### config.mk
export PLATFORM = sky130hd
export DESIGN_NAME = rsp_dev_flat
export DESIGN_NICKNAME = d
export VERILOG_FILES = /design/src/shared/rsp_pkg.sv /design/src/shared/rsp_link_if.sv /design/src/hdl/rsp_dev.sv /design/src/flat_wrapper.sv
export SDC_FILE = /design/constraint.sdc
export NUM_CORES = 1
export LEC_CHECK = 0
export BUFFER_PORTS_ARGS = -buffer_cell sky130_fd_sc_hd__buf_2
export CORE_MARGIN = 2
export CORE_UTILIZATION = 53
export CTS_CLUSTER_DIAMETER = 50
export DETAILED_ROUTE_END_ITERATION = 8
export HOLD_SLACK_MARGIN = 0.1
export PLACE_DENSITY = 0.69
export SLEW_MARGIN = 20
export SYNTH_ARGS = -nofsm -noshare
export SYNTH_HDL_FRONTEND = slang
export SYNTH_SLANG_ARGS = --single-unit
export TNS_END_PERCENT = 10
### constraint.sdc
create_clock -name clk -period 5.2 [get_ports clk]
set_input_delay 0.52 -clock clk [delete_from_list [all_inputs] [get_ports clk]]
set_output_delay 0.52 -clock clk [all_outputs]
set_load 0.02 [all_outputs]
### src/shared/rsp_pkg.sv
// constants shared by both ends of the radio serial status/config link
// assumes a 200 MHz system clock on both ends
package rsp_pkg;
  // system clock and serial clock timing
  localparam int CLK_NS        = 5;
  localparam int SCLK_HALF_NS  = 80;
  localparam int SCLK_HALF_CYC = (SCLK_HALF_NS + CLK_NS - 1) / CLK_NS;
  localparam int DIV_W         = 5;
  // header byte layout
  localparam int HDR_RW_BIT    = 7;
  localparam int HDR_BURST_BIT = 6;
  localparam int ADDR_W        = 6;
  // configuration space
  localparam logic [5:0] CFG_LAST_ADDR = 6'h2E;
  localparam int         CFG_COUNT     = 47;
  localparam logic [7:0] CFG_RESET     = 8'h00;
  // status byte layout
  localparam int STS_RDY_BIT   = 7;
  localparam int STS_STATE_LSB = 4;
  localparam logic [3:0] FIFO_SAT = 4'hF;
  // main state codes reported in status bits 6:4
  localparam logic [2:0] ST_IDLE        = 3'h0;
  localparam logic [2:0] ST_RX          = 3'h1;
  localparam logic [2:0] ST_TX          = 3'h2;
  localparam logic [2:0] ST_TX_SYNTH    = 3'h3;
  localparam logic [2:0] ST_CALIBRATE   = 3'h4;
  localparam logic [2:0] ST_SETTLING    = 3'h5;
  localparam logic [2:0] ST_RX_OVERRUN  = 3'h6;
  localparam logic [2:0] ST_TX_UNDERRUN = 3'h7;
  // host command port map
  localparam int         HREG_AW  = 5;
  localparam logic [4:0] HREG_CMD = 5'h00;
  localparam logic [4:0] HREG_STS = 5'h01;
  localparam logic [4:0] HREG_BUF = 5'h10;
  localparam int         HBUF_N   = 16;
endpackage : rsp_pkg

### src/shared/rsp_link_if.sv
// four-wire serial link between host and radio serial port
// assumes the data-out wire idles high when nobody drives it
`timescale 1ns/1ps
interface rsp_link_if;
  logic sclk;
  logic chip_select_n;
  logic si;
  logic so_out;
  logic so_oe;
  logic so;

  // resolved level of the shared data-out wire
  assign so = so_oe ? so_out : 1'b1;

  modport dev (input sclk, input chip_select_n, input si,
               output so_out, output so_oe);
  modport host (output sclk, output chip_select_n, output si, input so);
endinterface : rsp_link_if

### src/hdl/rsp_dev.sv
// radio serial slave port: status byte and configuration register access
// assumes link pins are asynchronous to clk; radio core inputs are on clk
// Behaviour
// data-out low only once crystal runs
// awake chip pulls data-out low immediately
// status byte shifted out during every header
// status bit 7 is active-low ready flag
// status bits 6:4 carry main state code
// transitional states may report idle code
// idle keeps only oscillator and core powered
// host changes frequency only in idle
// host flushes receive FIFO after overrun
// host acknowledges underrun with transmit flush
// bits 3:0 give rx count or tx free
// FIFO count saturates at fifteen
// config registers 0x00..0x2E read and write
// header write bit selects read or write
// writes return status for every byte
// reads return status only for header
// burst address counter steps every byte
// header: write bit, burst bit, address
// all bytes shift most significant first
// chip select high cancels the transfer
// host ends bursts by raising select
// sample on rising, change after falling
`timescale 1ns/1ps
module rsp_dev (
  input  wire logic       clk,
  input  wire logic       rstn,
  rsp_link_if.dev         link,
  input  wire logic       xtal_stable,
  input  wire logic [2:0] main_state,
  input  wire logic       transitional,
  input  wire logic [6:0] rx_count,
  input  wire logic [6:0] tx_free,
  input  wire logic [5:0] cfg_rd_addr,
  output logic      [7:0] cfg_rd_data,
  output logic            others_off,
  output logic            cfg_wr_pulse
);

  // saturating four-bit FIFO count
  function automatic logic [3:0] sat4(input logic [6:0] n);
    sat4 = (n > 7'(rsp_pkg::FIFO_SAT)) ? rsp_pkg::FIFO_SAT : n[3:0];
  endfunction : sat4

  // configuration address decode
  function automatic logic cfg_hit(input logic [5:0] a);
    cfg_hit = (a <= rsp_pkg::CFG_LAST_ADDR);
  endfunction : cfg_hit

  logic       cs_s1_r, cs_s2_r;
  logic       sclk_s1_r, sclk_s2_r, sclk_d_r;
  logic       si_s1_r, si_s2_r;
  logic [2:0] bit_idx_r;
  logic [6:0] shift_r;
  logic       data_ph_r;
  logic       rw_r;
  logic       burst_r;
  logic [5:0] addr_r;
  logic [7:0] rd_byte_r;
  logic [7:0] cfg_r [0:rsp_pkg::CFG_COUNT-1];
  logic       so_r;
  logic       so_oe_r;
  logic       rise;
  logic       byte_done;
  logic [7:0] byte_in;
  logic [5:0] addr_nxt;
  logic [2:0] state_code;
  logic [7:0] status_byte;

  // two-flop synchronisers for the link pins
  always_ff @(posedge clk) begin
    if (!rstn) begin
      cs_s1_r   <= 1'b1;
      cs_s2_r   <= 1'b1;
      sclk_s1_r <= 1'b0;
      sclk_s2_r <= 1'b0;
      sclk_d_r  <= 1'b0;
      si_s1_r   <= 1'b0;
      si_s2_r   <= 1'b0;
    end else begin
      cs_s1_r   <= link.chip_select_n;
      cs_s2_r   <= cs_s1_r;
      sclk_s1_r <= link.sclk;
      sclk_s2_r <= sclk_s1_r;
      sclk_d_r  <= sclk_s2_r;
      si_s1_r   <= link.si;
      si_s2_r   <= si_s1_r;
    end
  end

  // rising serial clock edge inside a selected frame
  assign rise      = sclk_s2_r & ~sclk_d_r & ~cs_s2_r;
  assign byte_done = rise & (bit_idx_r == 3'h7);
  assign byte_in   = {shift_r, si_s2_r};
  assign addr_nxt  = data_ph_r ? addr_r + 6'h01 : byte_in[5:0];

  // live status byte
  always_comb begin
    state_code = main_state;
    if (transitional && (main_state == rsp_pkg::ST_CALIBRATE ||
                         main_state == rsp_pkg::ST_SETTLING)) begin
      state_code = rsp_pkg::ST_IDLE;
    end
    status_byte = {~xtal_stable, state_code,
                   rw_r ? sat4(rx_count) : sat4(tx_free)};
  end

  // bit counter and input shifter
  always_ff @(posedge clk) begin
    if (!rstn) begin
      bit_idx_r <= 3'h0;
      shift_r   <= 7'h00;
    end else if (cs_s2_r) begin
      bit_idx_r <= 3'h0;
    end else if (rise) begin
      bit_idx_r <= bit_idx_r + 3'h1;
      shift_r   <= byte_in[6:0];
    end
  end

  // header capture and phase tracking
  always_ff @(posedge clk) begin
    if (!rstn) begin
      data_ph_r <= 1'b0;
      rw_r      <= 1'b0;
      burst_r   <= 1'b0;
      addr_r    <= 6'h00;
    end else if (cs_s2_r) begin
      data_ph_r <= 1'b0;
    end else if (rise && !data_ph_r && bit_idx_r == 3'h0) begin
      rw_r <= si_s2_r;
    end else if (byte_done && !data_ph_r) begin
      burst_r   <= byte_in[rsp_pkg::HDR_BURST_BIT];
      addr_r    <= byte_in[5:0];
      data_ph_r <= 1'b1;
    end else if (byte_done) begin
      if (burst_r) begin
        addr_r <= addr_r + 6'h01;
      end else begin
        data_ph_r <= 1'b0;
      end
    end
  end

  // configuration register writes
  always_ff @(posedge clk) begin
    if (!rstn) begin
      for (int i = 0; i < rsp_pkg::CFG_COUNT; i++) begin
        cfg_r[i] <= rsp_pkg::CFG_RESET;
      end
      cfg_wr_pulse <= 1'b0;
    end else begin
      cfg_wr_pulse <= 1'b0;
      if (byte_done && data_ph_r && !rw_r && cfg_hit(addr_r)) begin
        cfg_r[addr_r] <= byte_in;
        cfg_wr_pulse  <= 1'b1;
      end
    end
  end

  // read data staged for the next data byte
  always_ff @(posedge clk) begin
    if (!rstn) begin
      rd_byte_r <= 8'h00;
    end else if (byte_done && (!data_ph_r || burst_r)) begin
      rd_byte_r <= cfg_hit(addr_nxt) ? cfg_r[addr_nxt] : 8'h00;
    end
  end

  // serial output, changed only while the serial clock is low
  always_ff @(posedge clk) begin
    if (!rstn) begin
      so_r    <= 1'b1;
      so_oe_r <= 1'b0;
    end else begin
      so_oe_r <= ~cs_s2_r;
      if (cs_s2_r) begin
        so_r <= 1'b1;
      end else if (!sclk_s2_r) begin
        if (data_ph_r && rw_r) begin
          so_r <= rd_byte_r[~bit_idx_r];
        end else begin
          so_r <= status_byte[~bit_idx_r];
        end
      end
    end
  end

  assign link.so_out = so_r;
  assign link.so_oe  = so_oe_r;

  // user-side register view and idle power hint
  always_ff @(posedge clk) begin
    if (!rstn) begin
      cfg_rd_data <= 8'h00;
      others_off  <= 1'b1;
    end else begin
      cfg_rd_data <= cfg_hit(cfg_rd_addr) ? cfg_r[cfg_rd_addr] : 8'h00;
      others_off  <= (main_state == rsp_pkg::ST_IDLE);
    end
  end

endmodule : rsp_dev

### src/flat_wrapper.sv
// flat-port wrapper written by rule: the top's interface ports become plain ports
module rsp_dev_flat 
  (clk, rstn, xtal_stable, main_state, transitional, rx_count, tx_free, cfg_rd_addr, cfg_rd_data, others_off, cfg_wr_pulse, link_sclk, link_chip_select_n, link_si, link_so_out, link_so_oe);
  rsp_link_if link_i ();
  input  wire logic clk;
  input  wire logic rstn;
  input  wire logic xtal_stable;
  input  wire logic [2:0] main_state;
  input  wire logic transitional;
  input  wire logic [6:0] rx_count;
  input  wire logic [6:0] tx_free;
  input  wire logic [5:0] cfg_rd_addr;
  output logic      [7:0] cfg_rd_data;
  output logic others_off;
  output logic cfg_wr_pulse;
  input wire logic [$bits(link_i.sclk)-1:0] link_sclk;
  input wire logic [$bits(link_i.chip_select_n)-1:0] link_chip_select_n;
  input wire logic [$bits(link_i.si)-1:0] link_si;
  output wire logic [$bits(link_i.so_out)-1:0] link_so_out;
  output wire logic [$bits(link_i.so_oe)-1:0] link_so_oe;
  assign link_i.sclk = link_sclk;
  assign link_i.chip_select_n = link_chip_select_n;
  assign link_i.si = link_si;
  assign link_so_out = link_i.so_out;
  assign link_so_oe = link_i.so_oe;
  rsp_dev u_core (.clk(clk), .rstn(rstn), .link(link_i), .xtal_stable(xtal_stable), .main_state(main_state), .transitional(transitional), .rx_count(rx_count), .tx_free(tx_free), .cfg_rd_addr(cfg_rd_addr), .cfg_rd_data(cfg_rd_data), .others_off(others_off), .cfg_wr_pulse(cfg_wr_pulse));
endmodule
# == Yosys cells after proc, flatten, opt, wreduce, memory -nomap -nowiden ==
# Memories as Yosys holds them, arrays and structs flattened. A register that Yosys moved wholly into a read port is not among the register bits.
# Index checks and enable logic that the tools add are counted.
# totals
regBits,38
ramBits,376
inputBits,30
output_inout_bits,12
word_cells,90
memories,1
# memory_table
memory,words,width,rd,rd_ports_with_merged_regs,wr,line,text
u_core.cfg_r,47,8,2,1,47,rsp_dev.sv:62,logic [7:0] cfg_r [0:rsp_pkg::CFG_COUNT-1];
# classes
n_addsub,2
magnitude_cmp,6
n_eq_ne,4
mux,24
n_bitwise,9
n_reduce_logical,26
# op_table
op,count
6-bit two-way mux,5
6-bit less-or-equal comparator (second input constant),3
8-bit two-way mux,2
7-bit by 4-bit > comparator with 1-bit output (second input constant),2
4-bit two-way mux,3
1-bit two-way mux,11
3-bit equality test (second input constant),3
1-bit logical AND,9
8-bit OR reduction,1
6-bit by 1-bit adder with 6-bit output (second input constant),1
1-bit binary-select mux with 3-bit select,2
3-bit zero test,2
2-bit AND reduction,3
3-bit AND reduction,2
1-bit inverter,5
3-bit by 4-bit < comparator with 1-bit output (second input constant),1
4-bit AND reduction,1
2-bit nonzero test,2
3-bit by 1-bit adder with 3-bit output (second input constant),1
1-bit bitwise AND,3
1-bit zero test,3
3-bit two-way mux,1
3-bit inverter,1
1-bit logical OR,2
2 further kinds,2

# == Longest topological paths before layout ==
# depth
depth_word,12
depth_mapped,15
ltp_nobuf,9

# == Worst setup path before layout ==
# Ideal clock, no wire load.
# synth_timing
path_type,register to register
from,register u_core.addr_r[0]
to,memory u_core.cfg_r[43][0] (enable)
setup_ps,384
arrival_ps,2869
required_time_ps,4816
slack_ps,1947
stages_incl_launch_ff,13
path_buffers,5
synth_period_minus_slack_ps,3253
path_cell_list,dfxtp_1 buf_2 inv_1 buf_2 buf_1 ha_1 and3b_1 o21ai_0 nand2_1 or3_1 buf_2 buf_2 o21ai_0
# synth_rtl
element,line,text
"start, declared",rsp_dev.sv:60,logic [5:0] addr_r;
"start signal, assigned",rsp_dev.sv:136,addr_r <= byte_in[5:0];
"start signal, assigned",rsp_dev.sv:140,addr_r <= addr_r + 6'h01;
"end, declared",rsp_dev.sv:62,

# == Final worst setup path ==
# layout_timing
from,register u_core.addr_r[0]
to,register u_core.rd_byte_r[3]
# layout_between
elab_chain_cells,4
elab_cells_between_ends,5
classes_between,add/sub (1); order compare (1); mux (2); memory (1)
# layout_lines
element,line,text
6-bit by 1-bit adder with 6-bit output *,rsp_dev.sv:97,assign addr_nxt = data_ph_r ? addr_r + 6'h01 : byte_in[5:0];
6-bit two-way mux *,rsp_dev.sv:97,
memory read 47 x 8 bit / 6-bit less-or-equal comparator (equally long branches),n/a,
8-bit two-way mux *,rsp_dev.sv:168,rd_byte_r <= cfg_hit(addr_nxt) ? cfg_r[addr_nxt] : 8'h00;
"end signal, assigned",rsp_dev.sv:168,
"end, declared",rsp_dev.sv:61,logic [7:0] rd_byte_r;
# Every way passes the cells marked *; elsewhere a longest branch is shown, timed or not.
# A chain may end at the register's enable or synchronous reset.

==> results by group <==
Worst setup path
  • Required @ worst endpoint: 5.73 ns
  • R2R Path End: u_core.rd_byte_r[3]$_SDFFE_PN0P_
  • Ordered list of cells on the worst path: ha_1 > xnor2_1 > a21o_1 > buf_4 > nor2_1 > a31oi_2 > a21bo_2 > o31ai_2
  • Crit end category: register
  • R2R Setup Slk: 1.05 ns
  • Worst setup path category: register to register
  • Arr. time, crit path: 4.68 ns
  • Crit-path slowest cell: dfxtp_4
  • Cell count of the worst reg-to-reg path: 8
  • Worst R2R Start: u_core.addr_r[0]$_SDFFE_PN0P_
  • Startpoint types: register
  • Critical path's largest stage delay: 0.96 ns
  • Crit Path Max Fanout: 65

Synth
  • Post-synthesis mux area share: 0.113
  • Number of synthesized flops with an enable pin: 384
  • Synthesized area per cell: 10.7 um2
  • Area contributors post-synth: edfxtp_1 44%, mux4_2 10%, and2_1 6.2%, a211oi_1 3.8%, dfxtp_1 3.5%
  • Main combinational cell family by area after synthesis: compound AO/OA/AOI/OAI gates
  • Async S/R FF share, synth: 0
  • Leading area contributor after synthesis: edfxtp_1
  • Register area share after synthesis: 0.479
  • Warnings, synthesis: 0
  • Cells after Synth: 2,431
  • Synth Area in Compound Gates: 0.185
  • Ys flop type: edfxtp_1
  • Adder-cell share of the synthesized area: 0.00240
  • Cell Area, Synth: 26,000 um2
  • Post-synthesis register bit count: 430
  • Most frequent cell after synthesis: edfxtp_1
  • Count of cell types in the netlist: 74
  • Synthesized Nets: 2,466
  • Synth Area in XOR/XNOR: 0.00101
  • Synth top area share: 0.443
  • List of most frequent post-synthesis cells: 384 x edfxtp_1, 258 x and2_1, 173 x nor3_1, 164 x o21ai_0, 143 x clkbuf_1
  • Synth Area in Simple Gates: 0.169

Timing
  • Final setup violation count: 0
  • Final min period: 4.15 ns
  • Fin. max-slew vios: 0
  • Rel. slew slack: 0.247
  • Worst-Margin Slew: 1.13 ns
  • Post-Route Setup TNS: 0 ns
  • Fin crit share: 0.799
  • Fin. Hold Viols: 0
  • F_max: 0.241 GHz
  • RSZ-0062 raised after global routing: false
  • Worst clock skew: 0.0182 ns

Clocking
  • Clk_lat worst skew: 0.63 ns
  • # H-tree levels: 2
  • Root Driver: clkbuf_16
  • CTS Buf Count: 54
  • Clk slew on worst S/H paths: 0.06 ns
  • # Post-CTS Setup Buffers: 0
  • Longest Clk Path Bufs: 3
  • CTS tree: done
  • Clock sink count: 430

GRT
  • Initial antenna violation count: 13
  • First-pass GRT wire length: 140,000 um
  • Global route overflow: 0
  • Vias in the first global route: 20,527
  • Tot GR Track Use: 0.374
  • Largest net degree at the start of global routing: 95

Power and ir drop
  • Clk pwr share: 0.441
  • Leakage: 0.00931 uW
  • Comb power frac: 0.081
  • Switch share: 0.251
  • Pwr dens: 298 nW/um2
  • Flop pwr share: 0.478
  • VDD IR max: 0.000350 V
  • Pint: 6350 uW
  • P_sw: 2130 uW
  • Tot Pwr: 8490 uW

Place
  • Post-DP HPWL: 60,000 um
  • GP Congestion: 0.950
  • Port Buffer Count: 41

Floorplanning
  • Total core area: 48,700 um2
  • Width of the die: 226 um
  • Rows: 81
  • Die extent in y: 226 um
  • # IOs: 42
  • Die area: 50,900 um2
  • Starting Density: 0.534

Hold path
  • Hold endpoint: u_core.cfg_rd_data[4]$_SDFF_PN0_
  • Hold Crit Class: primary input to register
  • Hold Crit Depth: 3
  • Worst Min Path Start: cfg_rd_addr[4]

Drt
  • ANT nets after route: 0
  • Vias: 22,308
  • DRT Wirelength: 95,100 um
  • Drt initial violations: 4,332
  • Number of remaining DRC errors: 0
  • Wire per inst: 31.0 um
  • Vias per std cell: 7.28
  • DRT Pass-1 Iters: 7

Finish
  • Share of layout cells above drive strength 1: 0.155
  • Synthesis-to-finish area growth: 9.34%
  • Nets: 2,385
  • Filler cells: 4,001

Outcome
  • Status: finished, final reports clean

Job
  • Max Cap Violations: 0
critical path, delay by kind of cell, from the launching register on:
| family | cells | cell delay [ns] |
|---|---|---|
| adder cells (fa/ha/maj) | 1 | 0.40 |
| buffers and inverters | 1 | 0.39 |
| flip-flops | 1 | 0.96 |
| AO/OA/AOI/OAI | 4 | 1.87 |
| AND/OR/NAND/NOR | 1 | 0.20 |
| XOR/XNOR | 1 | 0.23 |
per-stage QoR:
| stage | instances | cell area [um2] | util | hold WS (ns) | setup WS [ns] |
|---|---|---|---|---|---|
| floorplan | 2431 | 26000 | - | 0.386 | 1.95 |
| global route | 3060 | 28400 | 0.583 | 0.423 | 1.00 |
| detailed placement | 2953 | 26600 | 0.546 | 0.400 | 1.25 |
| CTS | 3059 | 28400 | 0.583 | 0.382 | 1.22 |
| finish | 3065 | 28500 | 0.584 | 0.404 | 1.05 |
| global placement | 2953 | 26600 | 0.546 | 0.392 | 0.940 |
area by class of cell:
type | instances | area, um2 | share of cell area
repair buffers | 139 | 1010 | 0.0356
clock buffers | 72 | 1500 | 0.0528
clock inverters | 29 | 265 | 0.00932
well taps | 664 | 831 | 0.0292
flip-flops and latches | 430 | 12500 | 0.438
inverters | 22 | 85.1 | 0.00299
diodes | 6 | 15.0 | 0.000528
multi-input cells | 1703 | 12300 | 0.431
cell families after synthesis:
kind of cell	count (synthesis)
compound gates	731
buf+inv	298
mux	148
simple gates	816
fa+ha+maj	5
xor+xnor	3
flops	430
routing by layer:
layer,part of all wire,track usage,vias up
li1,-,-,9194
met5,0.00081,0,-
met1,0.38,0.544,10850
met2,0.42,0.533,1974
met4,0.038,0.133,10
met3,0.16,0.108,280
power by group through the flow:
stage,Combinational (uW),Clock (uW),Sequential [uW]
2_1_floorplan,436,0,4050
3_3_place_gp,645,0,4110
3_5_place_dp,656,0,4120
4_1_cts,662,3760,4050
5_1_grt,711,3900,4070
6_report,685,3740,4060
how the worst max path moves through the flow:
stage	from	to	slack, ns
after floorplan	u_core.addr_r[0]$_SDFFE_PN0P_	u_core.cfg_r[43][0]$_SDFFCE_PN0P_	1.95
after global placement	u_core.addr_r[0]$_SDFFE_PN0P_	u_core.rd_byte_r[5]$_SDFFE_PN0P_	0.94
after detailed placement	u_core.addr_r[0]$_SDFFE_PN0P_	u_core.rd_byte_r[3]$_SDFFE_PN0P_	1.25
after CTS	u_core.addr_r[0]$_SDFFE_PN0P_	u_core.rd_byte_r[3]$_SDFFE_PN0P_	1.22
after global routing	u_core.addr_r[0]$_SDFFE_PN0P_	u_core.rd_byte_r[5]$_SDFFE_PN0P_	1.00
final	u_core.addr_r[0]$_SDFFE_PN0P_	u_core.rd_byte_r[3]$_SDFFE_PN0P_	1.05
what timing repair did:
action,in CTS,in global routing
hold buffers,5,0
endpoints found under the setup margin,0,0
hold endpoints to repair,4,0
resized for setup,0,0
state kept, by name, summed over array words and instances, names as in the netlist:
register             flops
u_core.addr_r            6
u_core.sclk_s2_r         1
u_core.cs_s1_r           1
u_core.rd_byte_r         8
u_core.link.so_out       1
u_core.cfg_r           384
u_core.shift_r           7
u_core.link.so_oe        1
u_core.others_off        1
u_core.si_s2_r           1
u_core.burst_r           1
u_core.si_s1_r           1
u_core.cs_s2_r           1
u_core.sclk_d_r          1
u_core.cfg_wr_pulse      1
u_core.rw_r              1
u_core.data_ph_r         1
u_core.cfg_rd_data       8
u_core.bit_idx_r         3
u_core.sclk_s1_r         1
cells in the final DEF, fill, tap and decap left out, types with 48 or more instances in the layout:
cell / netlist / routed
a211oi_1: 133 / 133
a21oi_1: 142 / 142
and2_1: 258 / 258
buf_4: 8 / 90
clkbuf_16: 0 / 57
edfxtp_1: 384 / 384
mux4_2: 117 / 117
nand2_1: 107 / 106
nand2b_1: 57 / 57
nand3_1: 48 / 48
nor2_1: 101 / 100
nor3_1: 173 / 173
o21ai_0: 164 / 152
(Power assumes the default switching activity.)
